==> src/oalu_pkg.sv <==
// Package: constants and types for the operand addressing logic unit
package oalu_pkg;
	localparam int DATA_W = 8;
	localparam int ADDR_W = 16;
	localparam int TARGET_W = 13;
	localparam logic [7:0] ADR_IND_HI = 8'h04;
	localparam logic [7:0] ADR_IND_LO = 8'h05;
	localparam logic [7:0] ADR_STK_HI = 8'h06;
	localparam logic [7:0] ADR_STK_LO = 8'h07;
	localparam logic [7:0] ADR_PC_LOW = 8'h09;
	localparam logic [7:0] ADR_FLAGS = 8'h0b;
	localparam logic [7:0] ADR_DAT_HI = 8'h0c;
	localparam logic [7:0] ADR_DAT_LO = 8'h0d;
	localparam logic [7:0] ADR_DIRECT_MIN = 8'h01;
	localparam logic [15:0] ADR_OFFSET_MIN = 16'h0020;
	localparam int FLG_CARRY = 0;
	localparam int FLG_NIBBLE = 1;
	localparam int FLG_ZERO = 2;
	localparam int FLG_LOWSUP = 3;
	localparam int FLG_TIMEOUT = 4;
	localparam int FLG_PAGE_LSB = 5;
	localparam int FLG_PAGE_MSB = 7;
	localparam logic [7:0] RST_BYTE = 8'h00;
	localparam logic [15:0] RST_ADDR = 16'h0000;

	typedef enum logic [2:0] {
		AM_IMMEDIATE,
		AM_DIRECT,
		AM_INDIRECT,
		AM_DP_OFFSET,
		AM_SP_OFFSET
	} oalu_mode_t;

	typedef enum logic [2:0] {
		OP_NONE,
		OP_AND,
		OP_OR,
		OP_XOR,
		OP_NOT
	} oalu_op_t;

	typedef struct packed {
		oalu_op_t          op;
		oalu_mode_t        mode;
		logic              to_file;
		logic [7:0]        field;
		logic [TARGET_W-1:0] target;
	} oalu_instr_t;

	typedef struct packed {
		logic              req;
		logic              we;
		logic [ADDR_W-1:0] addr;
		logic [7:0]        wdata;
	} oalu_mem_t;
endpackage

==> src/oalu_core.sv <==
// Logical instruction datapath with operand addressing and mapped pointer registers
`timescale 1ns/10ps
module oalu_core
	import oalu_pkg::*;
(
	input  wire logic                       CORE_CLK,
	input  wire logic                       NRST,
	input  wire logic                       CLK_EN,
	input  wire logic                       INSTR_VALID,
	input  wire oalu_pkg::oalu_instr_t      INSTR,
	input  wire logic [7:0]                 MEM_RDATA,
	input  wire logic                       LOW_SUPPLY_EVT,
	input  wire logic                       TIMEOUT_EVT,
	input  wire logic [7:0]                 PC_LOW_IN,
	output oalu_pkg::oalu_mem_t             MEM,
	output logic [7:0]                      ACC,
	output logic [7:0]                      FLAGS,
	output logic                            PC_LOW_WE,
	output logic [7:0]                      PC_LOW_OUT,
	output logic [oalu_pkg::TARGET_W-1:0]   TARGET_OUT,
	output logic                            ADDR_FAULT
);
	import oalu_pkg::*;

	// ==========================================================
	// State
	// ==========================================================
	logic [7:0]  acc_q, acc_d;
	logic [7:0]  flags_q, flags_d;
	logic [7:0]  ind_hi_q, ind_lo_q, stk_hi_q, stk_lo_q, dat_hi_q, dat_lo_q;
	oalu_mem_t   mem_q, mem_d;
	logic        pcwe_q;
	logic [7:0]  pcout_q;
	logic [TARGET_W-1:0] target_q;
	logic        fault_q;

	// ==========================================================
	// Operand addressing
	// ==========================================================
	wire [15:0] ip_ptr = {ind_hi_q, ind_lo_q};
	wire [15:0] dp_ptr = {dat_hi_q, dat_lo_q};
	wire [15:0] sp_ptr = {stk_hi_q, stk_lo_q};
	logic [15:0] op_addr;
	logic        op_direct;
	logic        op_legal;

	oalu_addr_gen u_addr_gen (
		.mode      (INSTR.mode),
		.field     (INSTR.field),
		.ip_ptr    (ip_ptr),
		.dp_ptr    (dp_ptr),
		.sp_ptr    (sp_ptr),
		.addr      (op_addr),
		.is_direct (op_direct),
		.legal     (op_legal)
	);

	function automatic logic [7:0] map_read(input logic [7:0] a, input logic [7:0] mem);
		case (a)
			ADR_IND_HI: map_read = ind_hi_q;
			ADR_IND_LO: map_read = ind_lo_q;
			ADR_STK_HI: map_read = stk_hi_q;
			ADR_STK_LO: map_read = stk_lo_q;
			ADR_PC_LOW: map_read = PC_LOW_IN;
			ADR_FLAGS:  map_read = flags_q;
			ADR_DAT_HI: map_read = dat_hi_q;
			ADR_DAT_LO: map_read = dat_lo_q;
			default:   map_read = mem;
		endcase
	endfunction

	function automatic logic is_mapped(input logic [7:0] a);
		is_mapped = (a == ADR_IND_HI) || (a == ADR_IND_LO) || (a == ADR_STK_HI)
			|| (a == ADR_STK_LO) || (a == ADR_PC_LOW) || (a == ADR_FLAGS)
			|| (a == ADR_DAT_HI) || (a == ADR_DAT_LO);
	endfunction

	// The indirect form also reaches the mapped bytes when its address lands there; offset forms below 0x20 are refused
	wire        low_page   = (op_addr[15:8] == 8'h00);
	wire [7:0]  low_byte   = op_addr[7:0];
	wire        hits_map   = low_page && is_mapped(low_byte);
	wire        exec       = CLK_EN && INSTR_VALID && (INSTR.op != OP_NONE);
	wire        is_imm     = (INSTR.mode == AM_IMMEDIATE);
	// File data is taken combinationally in the same cycle as the instruction
	wire [7:0]  file_val   = low_page ? map_read(low_byte, MEM_RDATA) : MEM_RDATA;
	wire [7:0]  operand    = is_imm ? INSTR.field : file_val;
	wire        file_dest  = INSTR.to_file && !is_imm && (INSTR.op != OP_NONE);
	wire        do_file_wr = exec && file_dest && op_legal;

	// ==========================================================
	// Logic unit
	// ==========================================================
	logic [7:0] result;
	always_comb
	begin
		case (INSTR.op)
			OP_AND:  result = acc_q & operand;
			OP_OR:   result = acc_q | operand;
			OP_XOR:  result = acc_q ^ operand;
			OP_NOT:  result = ~file_val;
			default: result = acc_q;
		endcase
	end

	wire result_zero = (result == RST_BYTE);
	// Complement has no literal form, so an immediate NOT is discarded
	wire op_ok = op_legal && !(INSTR.op == OP_NOT && is_imm) && !(is_imm && INSTR.to_file);

	always_comb
	begin
		acc_d = acc_q;
		flags_d = flags_q;
		if (exec && op_ok)
		begin
			if (!file_dest)
			begin
				acc_d = result;
			end
			flags_d[FLG_ZERO] = result_zero;
		end
		// A direct write of the flag byte lands first, zero update still wins
		if (do_file_wr && op_ok && hits_map && low_byte == ADR_FLAGS)
		begin
			flags_d = result;
			flags_d[FLG_ZERO] = result_zero;
		end
		if (LOW_SUPPLY_EVT && CLK_EN)
		begin
			flags_d[FLG_LOWSUP] = 1'b1;
		end
		if (TIMEOUT_EVT && CLK_EN)
		begin
			flags_d[FLG_TIMEOUT] = 1'b1;
		end
	end

	// ==========================================================
	// Memory side
	// ==========================================================
	always_comb
	begin
		mem_d = '0;
		if (exec && op_ok && !is_imm && !hits_map)
		begin
			mem_d.req = 1'b1;
			mem_d.we = file_dest;
			mem_d.addr = op_addr;
			mem_d.wdata = result;
		end
	end

	wire map_wr = exec && op_ok && do_file_wr && hits_map;

	// ==========================================================
	// Registers
	// ==========================================================
	// One strobe per mapped byte; the flag byte is loaded through flags_d
	wire wr_ind_hi = map_wr && (low_byte == ADR_IND_HI);
	wire wr_ind_lo = map_wr && (low_byte == ADR_IND_LO);
	wire wr_stk_hi = map_wr && (low_byte == ADR_STK_HI);
	wire wr_stk_lo = map_wr && (low_byte == ADR_STK_LO);
	wire wr_dat_hi = map_wr && (low_byte == ADR_DAT_HI);
	wire wr_dat_lo = map_wr && (low_byte == ADR_DAT_LO);
	wire wr_pc     = map_wr && (low_byte == ADR_PC_LOW);

	// Accumulator and flag byte
	always_ff @(posedge CORE_CLK)
	begin
		if (!NRST)
		begin
			acc_q <= RST_BYTE;
			flags_q <= RST_BYTE;
		end
		else if (CLK_EN)
		begin
			acc_q <= acc_d;
			flags_q <= flags_d;
		end
	end

	// Memory request stands for one enabled cycle
	always_ff @(posedge CORE_CLK)
	begin
		if (!NRST)
		begin
			mem_q <= '0;
		end
		else if (CLK_EN)
		begin
			mem_q <= mem_d;
		end
	end

	// Program counter low port
	always_ff @(posedge CORE_CLK)
	begin
		if (!NRST)
		begin
			pcwe_q <= 1'b0;
			pcout_q <= RST_BYTE;
		end
		else if (CLK_EN)
		begin
			pcwe_q <= wr_pc;
			pcout_q <= result;
		end
	end

	// Address fault pulse
	always_ff @(posedge CORE_CLK)
	begin
		if (!NRST)
		begin
			fault_q <= 1'b0;
		end
		else if (CLK_EN)
		begin
			fault_q <= exec && !op_legal;
		end
	end

	// Program target of the last instruction
	always_ff @(posedge CORE_CLK)
	begin
		if (!NRST)
		begin
			target_q <= '0;
		end
		else if (CLK_EN && INSTR_VALID)
		begin
			target_q <= INSTR.target;
		end
	end

	// Indirect pointer pair
	always_ff @(posedge CORE_CLK)
	begin
		if (!NRST)
		begin
			ind_hi_q <= RST_BYTE;
			ind_lo_q <= RST_BYTE;
		end
		else if (CLK_EN)
		begin
			if (wr_ind_hi)
			begin
				ind_hi_q <= result;
			end
			if (wr_ind_lo)
			begin
				ind_lo_q <= result;
			end
		end
	end

	// Data pointer pair
	always_ff @(posedge CORE_CLK)
	begin
		if (!NRST)
		begin
			dat_hi_q <= RST_BYTE;
			dat_lo_q <= RST_BYTE;
		end
		else if (CLK_EN)
		begin
			if (wr_dat_hi)
			begin
				dat_hi_q <= result;
			end
			if (wr_dat_lo)
			begin
				dat_lo_q <= result;
			end
		end
	end

	// Stack pointer pair
	always_ff @(posedge CORE_CLK)
	begin
		if (!NRST)
		begin
			stk_hi_q <= RST_BYTE;
			stk_lo_q <= RST_BYTE;
		end
		else if (CLK_EN)
		begin
			if (wr_stk_hi)
			begin
				stk_hi_q <= result;
			end
			if (wr_stk_lo)
			begin
				stk_lo_q <= result;
			end
		end
	end

	// ==========================================================
	// Outputs
	// ==========================================================
	assign MEM = mem_q;
	assign ACC = acc_q;
	assign FLAGS = flags_q;
	assign PC_LOW_WE = pcwe_q;
	assign PC_LOW_OUT = pcout_q;
	assign TARGET_OUT = target_q;
	assign ADDR_FAULT = fault_q;
endmodule

==> src/oalu_addr_gen.sv <==
// Operand address generator for the file operand path
`timescale 1ns/10ps
module oalu_addr_gen
	import oalu_pkg::*;
(
	input  wire oalu_pkg::oalu_mode_t mode,
	input  wire logic [7:0]           field,
	input  wire logic [15:0]          ip_ptr,
	input  wire logic [15:0]          dp_ptr,
	input  wire logic [15:0]          sp_ptr,
	output logic [15:0]               addr,
	output logic                      is_direct,
	output logic                      legal
);
	wire [15:0] dp_sum;
	wire [15:0] sp_sum;
	wire        offset_mode;

	// Offset is unsigned and zero-extended; the sum wraps at 16 bits
	assign dp_sum = dp_ptr + {8'h00, field};
	assign sp_sum = sp_ptr + {8'h00, field};
	assign offset_mode = (mode == AM_DP_OFFSET) || (mode == AM_SP_OFFSET);

	always_comb
	begin
		addr = RST_ADDR;
		case (mode)
			AM_DIRECT:    addr = {8'h00, field};
			AM_INDIRECT:  addr = ip_ptr;
			AM_DP_OFFSET: addr = dp_sum;
			AM_SP_OFFSET: addr = sp_sum;
			default:      addr = RST_ADDR;
		endcase
	end

	assign is_direct = (mode == AM_DIRECT);
	// Address 0x00 has no direct form; low offset results are flagged and blocked
	// A literal operand has no address, so it is never a fault
	assign legal = (is_direct && field >= ADR_DIRECT_MIN)
		|| (mode == AM_IMMEDIATE)
		|| (mode == AM_INDIRECT)
		|| (offset_mode && addr >= ADR_OFFSET_MIN);
endmodule

==> config.mk <==
export PLATFORM = sky130hd
export DESIGN_NAME = oalu_core
export DESIGN_NICKNAME = d
export VERILOG_FILES = /design/src/oalu_pkg.sv /design/src/oalu_core.sv /design/src/oalu_addr_gen.sv
export SDC_FILE = /design/constraint.sdc
export NUM_CORES = 1
export LEC_CHECK = 0
export ABC_AREA = 0
export BUFFER_PORTS_ARGS = -buffer_cell sky130_fd_sc_hd__buf_4
export CAP_MARGIN = 20
export CORE_UTILIZATION = 55
export CTS_CLUSTER_SIZE = 30
export DETAILED_ROUTE_END_ITERATION = 12
export PLACE_DENSITY = 0.85
export SETUP_SLACK_MARGIN = 0.02
export SLEW_MARGIN = 30
export SYNTH_ARGS = -nofsm -noshare
export SYNTH_HDL_FRONTEND = slang
export SYNTH_SLANG_ARGS = --single-unit
==> constraint.sdc <==
create_clock -name CORE_CLK -period 7.59 [get_ports CORE_CLK]
set_input_delay 1.1385 -clock CORE_CLK [delete_from_list [all_inputs] [get_ports CORE_CLK]]
set_output_delay 1.1385 -clock CORE_CLK [all_outputs]
set_load 0.02 [all_outputs]
==> results of run 1 <==
worst max-delay path by stage:
stage / startpoint / cells after the start / endpoint
CTS: INSTR[24] / 24 / FLAGS[4]$_SDFFE_PN0P_
finish: INSTR[24] / 22 / FLAGS[6]$_SDFFE_PN0P_
global route: INSTR[24] / 25 / MEM[2]$_SDFFE_PN0P_
floorplan: INSTR[22] / 26 / FLAGS[2]$_SDFFE_PN0P_
detailed placement: INSTR[24] / 24 / FLAGS[4]$_SDFFE_PN0P_
global placement: INSTR[24] / 24 / FLAGS[6]$_SDFFE_PN0P_
logic make-up after synthesis:
group                    count (synthesis)
buffers and inverters                   87
AND/OR/NAND/NOR                        356
AO/OA/AOI/OAI                          221
multiplexers                            73
adder cells (fa/ha/maj)                 25
XOR/XNOR                                 5
flip-flops                             113
sequential cells by signal, indices dropped and copies added, names as in the netlist:
signal,flops
MEM,26
TARGET_OUT,13
ACC,8
FLAGS,8
PC_LOW_OUT,8
dat_hi_q,8
dat_lo_q,8
ind_hi_q,8
ind_lo_q,8
stk_hi_q,8
stk_lo_q,8
ADDR_FAULT,1
PC_LOW_WE,1
routing by layer:
layer | track usage [%] | share of wire, % | up-vias
li1 | - | - | 3362
met1 | 48.9 | 39 | 3482
met2 | 60.6 | 44 | 535
met3 | 14.0 | 12 | 100
met4 | 20.5 | 4.3 | 0
met5 | 0 | 0 | -
power groups by stage:
stage / Combinational, mW / Clock [mW] / Sequential (mW)
3_3_place_gp: 0.237 / 0 / 0.621
4_1_cts: 0.243 / 0.758 / 0.610
2_1_floorplan: 0.132 / 0 / 0.632
5_1_grt: 0.264 / 0.783 / 0.610
3_5_place_dp: 0.240 / 0 / 0.622
6_report: 0.252 / 0.759 / 0.610
worst max-delay path, cell delays in order:
cell	delay [ps]
buf_4	210
nor3b_4	730
nand2_1	120
nand2_1	130
ha_1	250
a211oi_1	300
o21ai_0	320
mux2i_1	220
o2111ai_1	520
nor3_1	220
a221o_1	360
a2111oi_0	590
buf_4	230
nor3_1	40
a21o_1	210
inv_1	60
ha_1	210
mux2_2	260
a21oi_1	150
o221ai_1	140
o31a_1	370
o311a_1	420
synthesized netlist by cell type (4+ instances only):
cell and n:
nand2_1 139, a211oi_1 24, o22ai_1 4, o21ai_0 28
nand3_1 26, a21o_1 10, a22oi_1 18, o2bb2ai_1 7
clkbuf_1 43, nor3_1 13, mux2i_1 59, o221ai_1 5
nand2b_1 7, or2_2 7, nor4_1 4, a31oi_1 4
mux2_2 14, a2bb2oi_1 9, buf_2 14, a21oi_1 58
dfxtp_1 113, nor4_2 5, nor2b_1 7, and2_1 13
and3_1 10, o211ai_1 6, a22o_1 6, nand4_1 11
nor2_1 91, xnor2_1 4, o31a_1 4, ha_1 24
inv_1 24
final cells by class:
type,instances,area share [%]
multi-input cells,680,51.2
flip-flops and latches,113,26.5
clock inverters,9,0.981
well taps,168,2.46
clock buffers,22,5.55
repair buffers,139,12.2
inverters,25,1.10
==> summary.txt, run 1 <==
STA
  – Finish-stage setup viols: 0
  – Setup ws final: 687 ps
  – Rel. slew slack: 34.8%
  – Final Hold Fails: 0
  – Clk_skew: 9.85 ps
  – Setup Total Neg Slack: 0 ps
  – Final Slew Violations: 0
  – Tmin final: 6900 ps
  – RSZ-0062 raised after global routing: no
  – Final hold slack: 455 ps
  – Tcrit/Tclk final: 91.0%
  – Least-Margin Pin Slew: 978 ps
  – Max Freq: 145 MHz

Synth
  – FFs w/ async S/R, synth: 0%
  – Top post-synthesis cells by area: dfxtp_1, mux2i_1, nand2_1
  – Post-synth top flop: dfxtp_1
  – Top cell type's share of synthesized area: 32.4%
  – EDFF count, synth: 0
  – Syn_nets: 955
  – Synthesized-area fraction occupied by adder cells: 4.58%
  – Mapped Avg Cell Area: 7.94 um^2
  – Largest area contributor in the netlist: dfxtp_1
  – Seq/Total Area, Yosys: 32.4%
  – Ys Warns: 0
  – Synth Register Bits: 113
  – Synth unique cells: 75
  – Gate Count Post-Synth: 880
  – Main combinational cell family by area after synthesis: simple AND/OR/NAND/NOR gates
  – Compound-Gate Fraction of Synth Area: 22.1%
  – Synth Area in XOR/XNOR: 0.627%
  – Cell Area, Synth: 0.00699 mm^2
  – Simple-gate share of the synthesized area: 24.4%
  – Post-synthesis mux area share: 10.7%

Layout
  – Final core utilization: 70.0%
  – Most frequent cells in the layout: nand2_1, buf_4, dfxtp_1
  – Layout Cells excl Fill: 1156
  – Reg area: 0.00226 mm^2
  – Final non-filler cell area: 0.00854 mm^2
  – Area of the multi-input gates: 0.00438 mm^2
  – Layout cells sized above 1: 20.6%
  – Nets@finish: 1051
  – Fill cell count: 1013
  – Area Growth Syn to Fin: 22.3%
  – # diodes: 0

Run
  – Max_cap viols: 0

Global routing
  – First-pass GRT wire length: 39100 um
  – Largest net degree at the start of global routing: 89
  – Initial antenna violation count: 0
  – Grt ovf: 0
  – Vias in the first global route: 7050
  – Global-route usage over all layers: 39.5%

Die
  – Die height: 115 um
  – I/O Pins: 115
  – Die area: 0.0132 mm^2
  – Chip width: 115 um
  – CORE AREA: 0.0122 mm^2
  – # rows: 40
  – Initial Utilization: 57.2%

Placed design
  – Placed Area: 0.00798 mm^2
  – Post-detail-place hpwl: 17800 um
  – Port buffer count: 114
  – Gpl congestion: 0.998
  – Placed Cells: 1125
  – Pre-CTS WS: 543 ps

Route
  – Vias after detailed routing: 7479
  – Antenna-violating nets left: 0
  – Wirelength per Cell: 22.1 um
  – # DRC: 0
  – Vias per std cell: 6.47
  – Total Wirelength: 25600 um
  – Detailed Route Iter0 Violations: 1013
  – DR pass1 iterations: 8

Pwr
  – Clock network power share: 46.8%
  – PD cells: 190 mW/mm^2
  – Pleak: 3.57 nW
  – Peak VDD IR: 188 uV
  – Switching power: 0.457 mW
  – Tot Pwr: 1.62 mW
  – P_int: 1.16 mW
  – Combinational share of power: 15.6%
  – Reg power frac: 37.6%
  – Switching share of power: 28.2%

Worst setup path
  – R2R Path Start: stk_lo_q[0]$_SDFFE_PN0P_
  – Crit path capture type: flip-flop
  – Register-to-Register Path Depth: 22
  – Worst R2R End: FLAGS[6]$_SDFFE_PN0P_
  – Worst EP required: 7890 ps
  – CP max FO: 20
  – Critical path arrival: 7210 ps
  – Startpoint class of the critical path: primary input
  – Reg2Reg Setup Slack: 1850 ps
  – CP Class: in2reg

CTS
  – Clock latency on the worst-skew pair: 420 ps
  – Num CTS Buffers: 17
  – CTS Root Cell: clkbuf_16
  – Postcts setup bufs: 0
  – Cts hold-fix bufs: 0
  – Max clock buf depth: 2
  – H-tree depth: 4
  – Post_cts resized: 0
  – TritonCTS Sinks: 113
  – CTS tree: built
  – Clock slew at the register clock pins of the worst setup and hold paths: 50 ps

Outcome
  – Status: complete, no violations

Min path
  – Hold Path End: TARGET_OUT[7]$_SDFFE_PN0P_
  – Hold Path Class: reg2reg
  – Hold Path Depth: 2
  – Hold path start: TARGET_OUT[7]$_SDFFE_PN0P_
No activity file was read; power rests on OpenSTA's default activity.
==> inputs of run 2 (changes only) <==
--- a/config.mk
+++ b/config.mk
@@ -8,6 +8,7 @@
 export ABC_AREA = 0
 export BUFFER_PORTS_ARGS = -buffer_cell sky130_fd_sc_hd__buf_4
 export CAP_MARGIN = 20
+export CORE_MARGIN = 8
 export CORE_UTILIZATION = 55
 export CTS_CLUSTER_SIZE = 30
 export DETAILED_ROUTE_END_ITERATION = 12
==> summary.txt, run 2 (synthesized netlist as in run 1, its figures left out) <==
Pwr
  – Reg power frac: 36.8%
  – P_int: 1.16 mW
  – PD cells: 193 mW/mm^2
  – Switching share of power: 29.9%
  – Combinational share of power: 15.0%
  – Pleak: 3.59 nW
  – Clock network power share: 48.2%
  – Peak VDD IR: 158 uV
  – Switching power: 0.495 mW

Route
  – DR pass1 iterations: 5
  – Detailed Route Iter0 Violations: 908
  – Vias per std cell: 6.41
  – # DRC: 0
  – Wirelength per Cell: 22.3 um
  – Antenna-violating nets left: 0
  – Vias after detailed routing: 7438
  – Total Wirelength: 25900 um

Worst setup path
  – Crit-path slowest cell: nor3_4
  – Sum of buffers and inverters on the critical path: 4
  – Crit path capture type: flip-flop
  – Critical path arrival: 7250 ps
  – Top Family by Delay on Critical Path: compound AO/OA/AOI/OAI gates
  – CP max FO: 20
  – Worst EP required: 7880 ps
  – CP Class: in2reg
  – Crit-path max cell delay: 620 ps
  – Startpoint class of the critical path: primary input

Outcome
  – Status: complete, no violations

Global routing
  – First-pass GRT wire length: 40100 um
  – Largest net degree at the start of global routing: 56
  – Grt ovf: 0
  – Initial antenna violation count: 0
  – Vias in the first global route: 7241
  – Global-route usage over all layers: 31.3%

STA
  – Clk_skew: 10.8 ps
  – RSZ-0062 raised after global routing: no
  – Final Hold Fails: 0
  – Finish-stage setup viols: 0
  – Least-Margin Pin Slew: 928 ps
  – Tcrit/Tclk final: 91.7%
  – Final Slew Violations: 0
  – Setup ws final: 630 ps
  – Tmin final: 6960 ps
  – Max Freq: 144 MHz
  – Setup Total Neg Slack: 0 ps
  – Rel. slew slack: 37.7%
  – Final hold slack: 458 ps

Layout
  – Layout cells sized above 1: 20.9%
  – Fill cell count: 1091
  – # diodes: 0
  – Area of the multi-input gates: 0.00437 mm^2
  – Area Growth Syn to Fin: 22.6%
  – Final non-filler cell area: 0.00857 mm^2
  – Most frequent cells in the layout: nand2_1, buf_4, dfxtp_1
  – Nets@finish: 1051
  – Flip-flop count of the largest register after layout: 26
  – Reg area: 0.00226 mm^2

Placed design
  – Gpl congestion: 1.00
  – Port buffer count: 114
  – Post-detail-place hpwl: 18400 um
  – Pre-CTS WS: 352 ps
  – Placed Area: 0.00798 mm^2

Min path
  – Hold Path Class: reg2reg

CTS
  – Clock slew at the register clock pins of the worst setup and hold paths: 60 ps
  – CTS Root Cell: clkbuf_16
  – H-tree depth: 4
  – Postcts setup bufs: 0
  – Clock latency on the worst-skew pair: 430 ps
  – CTS tree: built
  – Cts hold-fix bufs: 0
  – Post_cts resized: 0
  – Max clock buf depth: 2
  – Num CTS Buffers: 17
  – TritonCTS Sinks: 113

Die
  – # rows: 41
  – Die height: 129 um
  – I/O Pins: 115
  – Die area: 0.0166 mm^2
  – Chip width: 129 um
  – Initial Utilization: 55.8%
  – CORE AREA: 0.0125 mm^2

Run
  – Max_cap viols: 0
[run 2: changes by cell type in the layout (fill, tap and decap cells not counted)]
cell / before / now
nor3_2: 1 / 2
clkinv_4: 1 / 2
nor3_4: 3 / 2
clkbuf_1: 2 / 0
inv_8: 0 / 2
inv_6: 0 / 7
clkbuf_8: 3 / 1
clkinv_2: 3 / 1
clkinvlp_4: 4 / 1
[run 2: layout make-up]
class,count,share of cell area [%]
timing repair buffer,139,12.2
multi-input combinational,680,51.0
tap,172,2.51
inverter,25,1.10
clock inverter,14,1.68
sequential,113,26.4
clock buffer,18,5.13
[run 2: tightest hold or removal path: cells and delay by family (launching register included)]
kind | cells | cell delay, ps
AOI/OAI and AO/OA | 1 | 50
DFF | 1 | 310
and+or+nand+nor | 1 | 50
[run 2: final timing paths]
check	from	endpoint	slack, ps	depth (start not counted)
max reg2reg	dat_lo_q[0]$_SDFFE_PN0P_	MEM[2]$_SDFFE_PN0P_	1800	23
min	TARGET_OUT[0]$_SDFFE_PN0P_	TARGET_OUT[0]$_SDFFE_PN0P_	460	2
min reg2reg	TARGET_OUT[0]$_SDFFE_PN0P_	TARGET_OUT[0]$_SDFFE_PN0P_	460	2
max	INSTR[24]	MEM[2]$_SDFFE_PN0P_	630	25
[run 2: per-stage QoR]
stage               std cells  power, mW  util [%]
global route             1161       1.70      68.4
floorplan                 880      0.764         -
finish                   1161       1.66      68.4
global placement         1129      0.858      63.7
detailed placement       1129      0.861      63.7
CTS                      1161       1.65      68.4
[run 2: power by group through the flow]
stage / combinational (mW) / sequential [mW] / clock, mW
final: 0.249 / 0.609 / 0.799
after CTS: 0.242 / 0.609 / 0.799
after global routing: 0.264 / 0.610 / 0.825
after global placement: 0.237 / 0.621 / 0
after detailed placement: 0.240 / 0.621 / 0
after floorplan: 0.132 / 0.632 / 0
[run 2: per-layer routing]
metal	up-vias	wire length [um]	global-route usage [%]
li1	3372	-	-
met1	3499	10500	39.7
met4	0	1070	17.0
met3	79	2540	7.12
met2	488	11800	48.5
met5	-	0	0
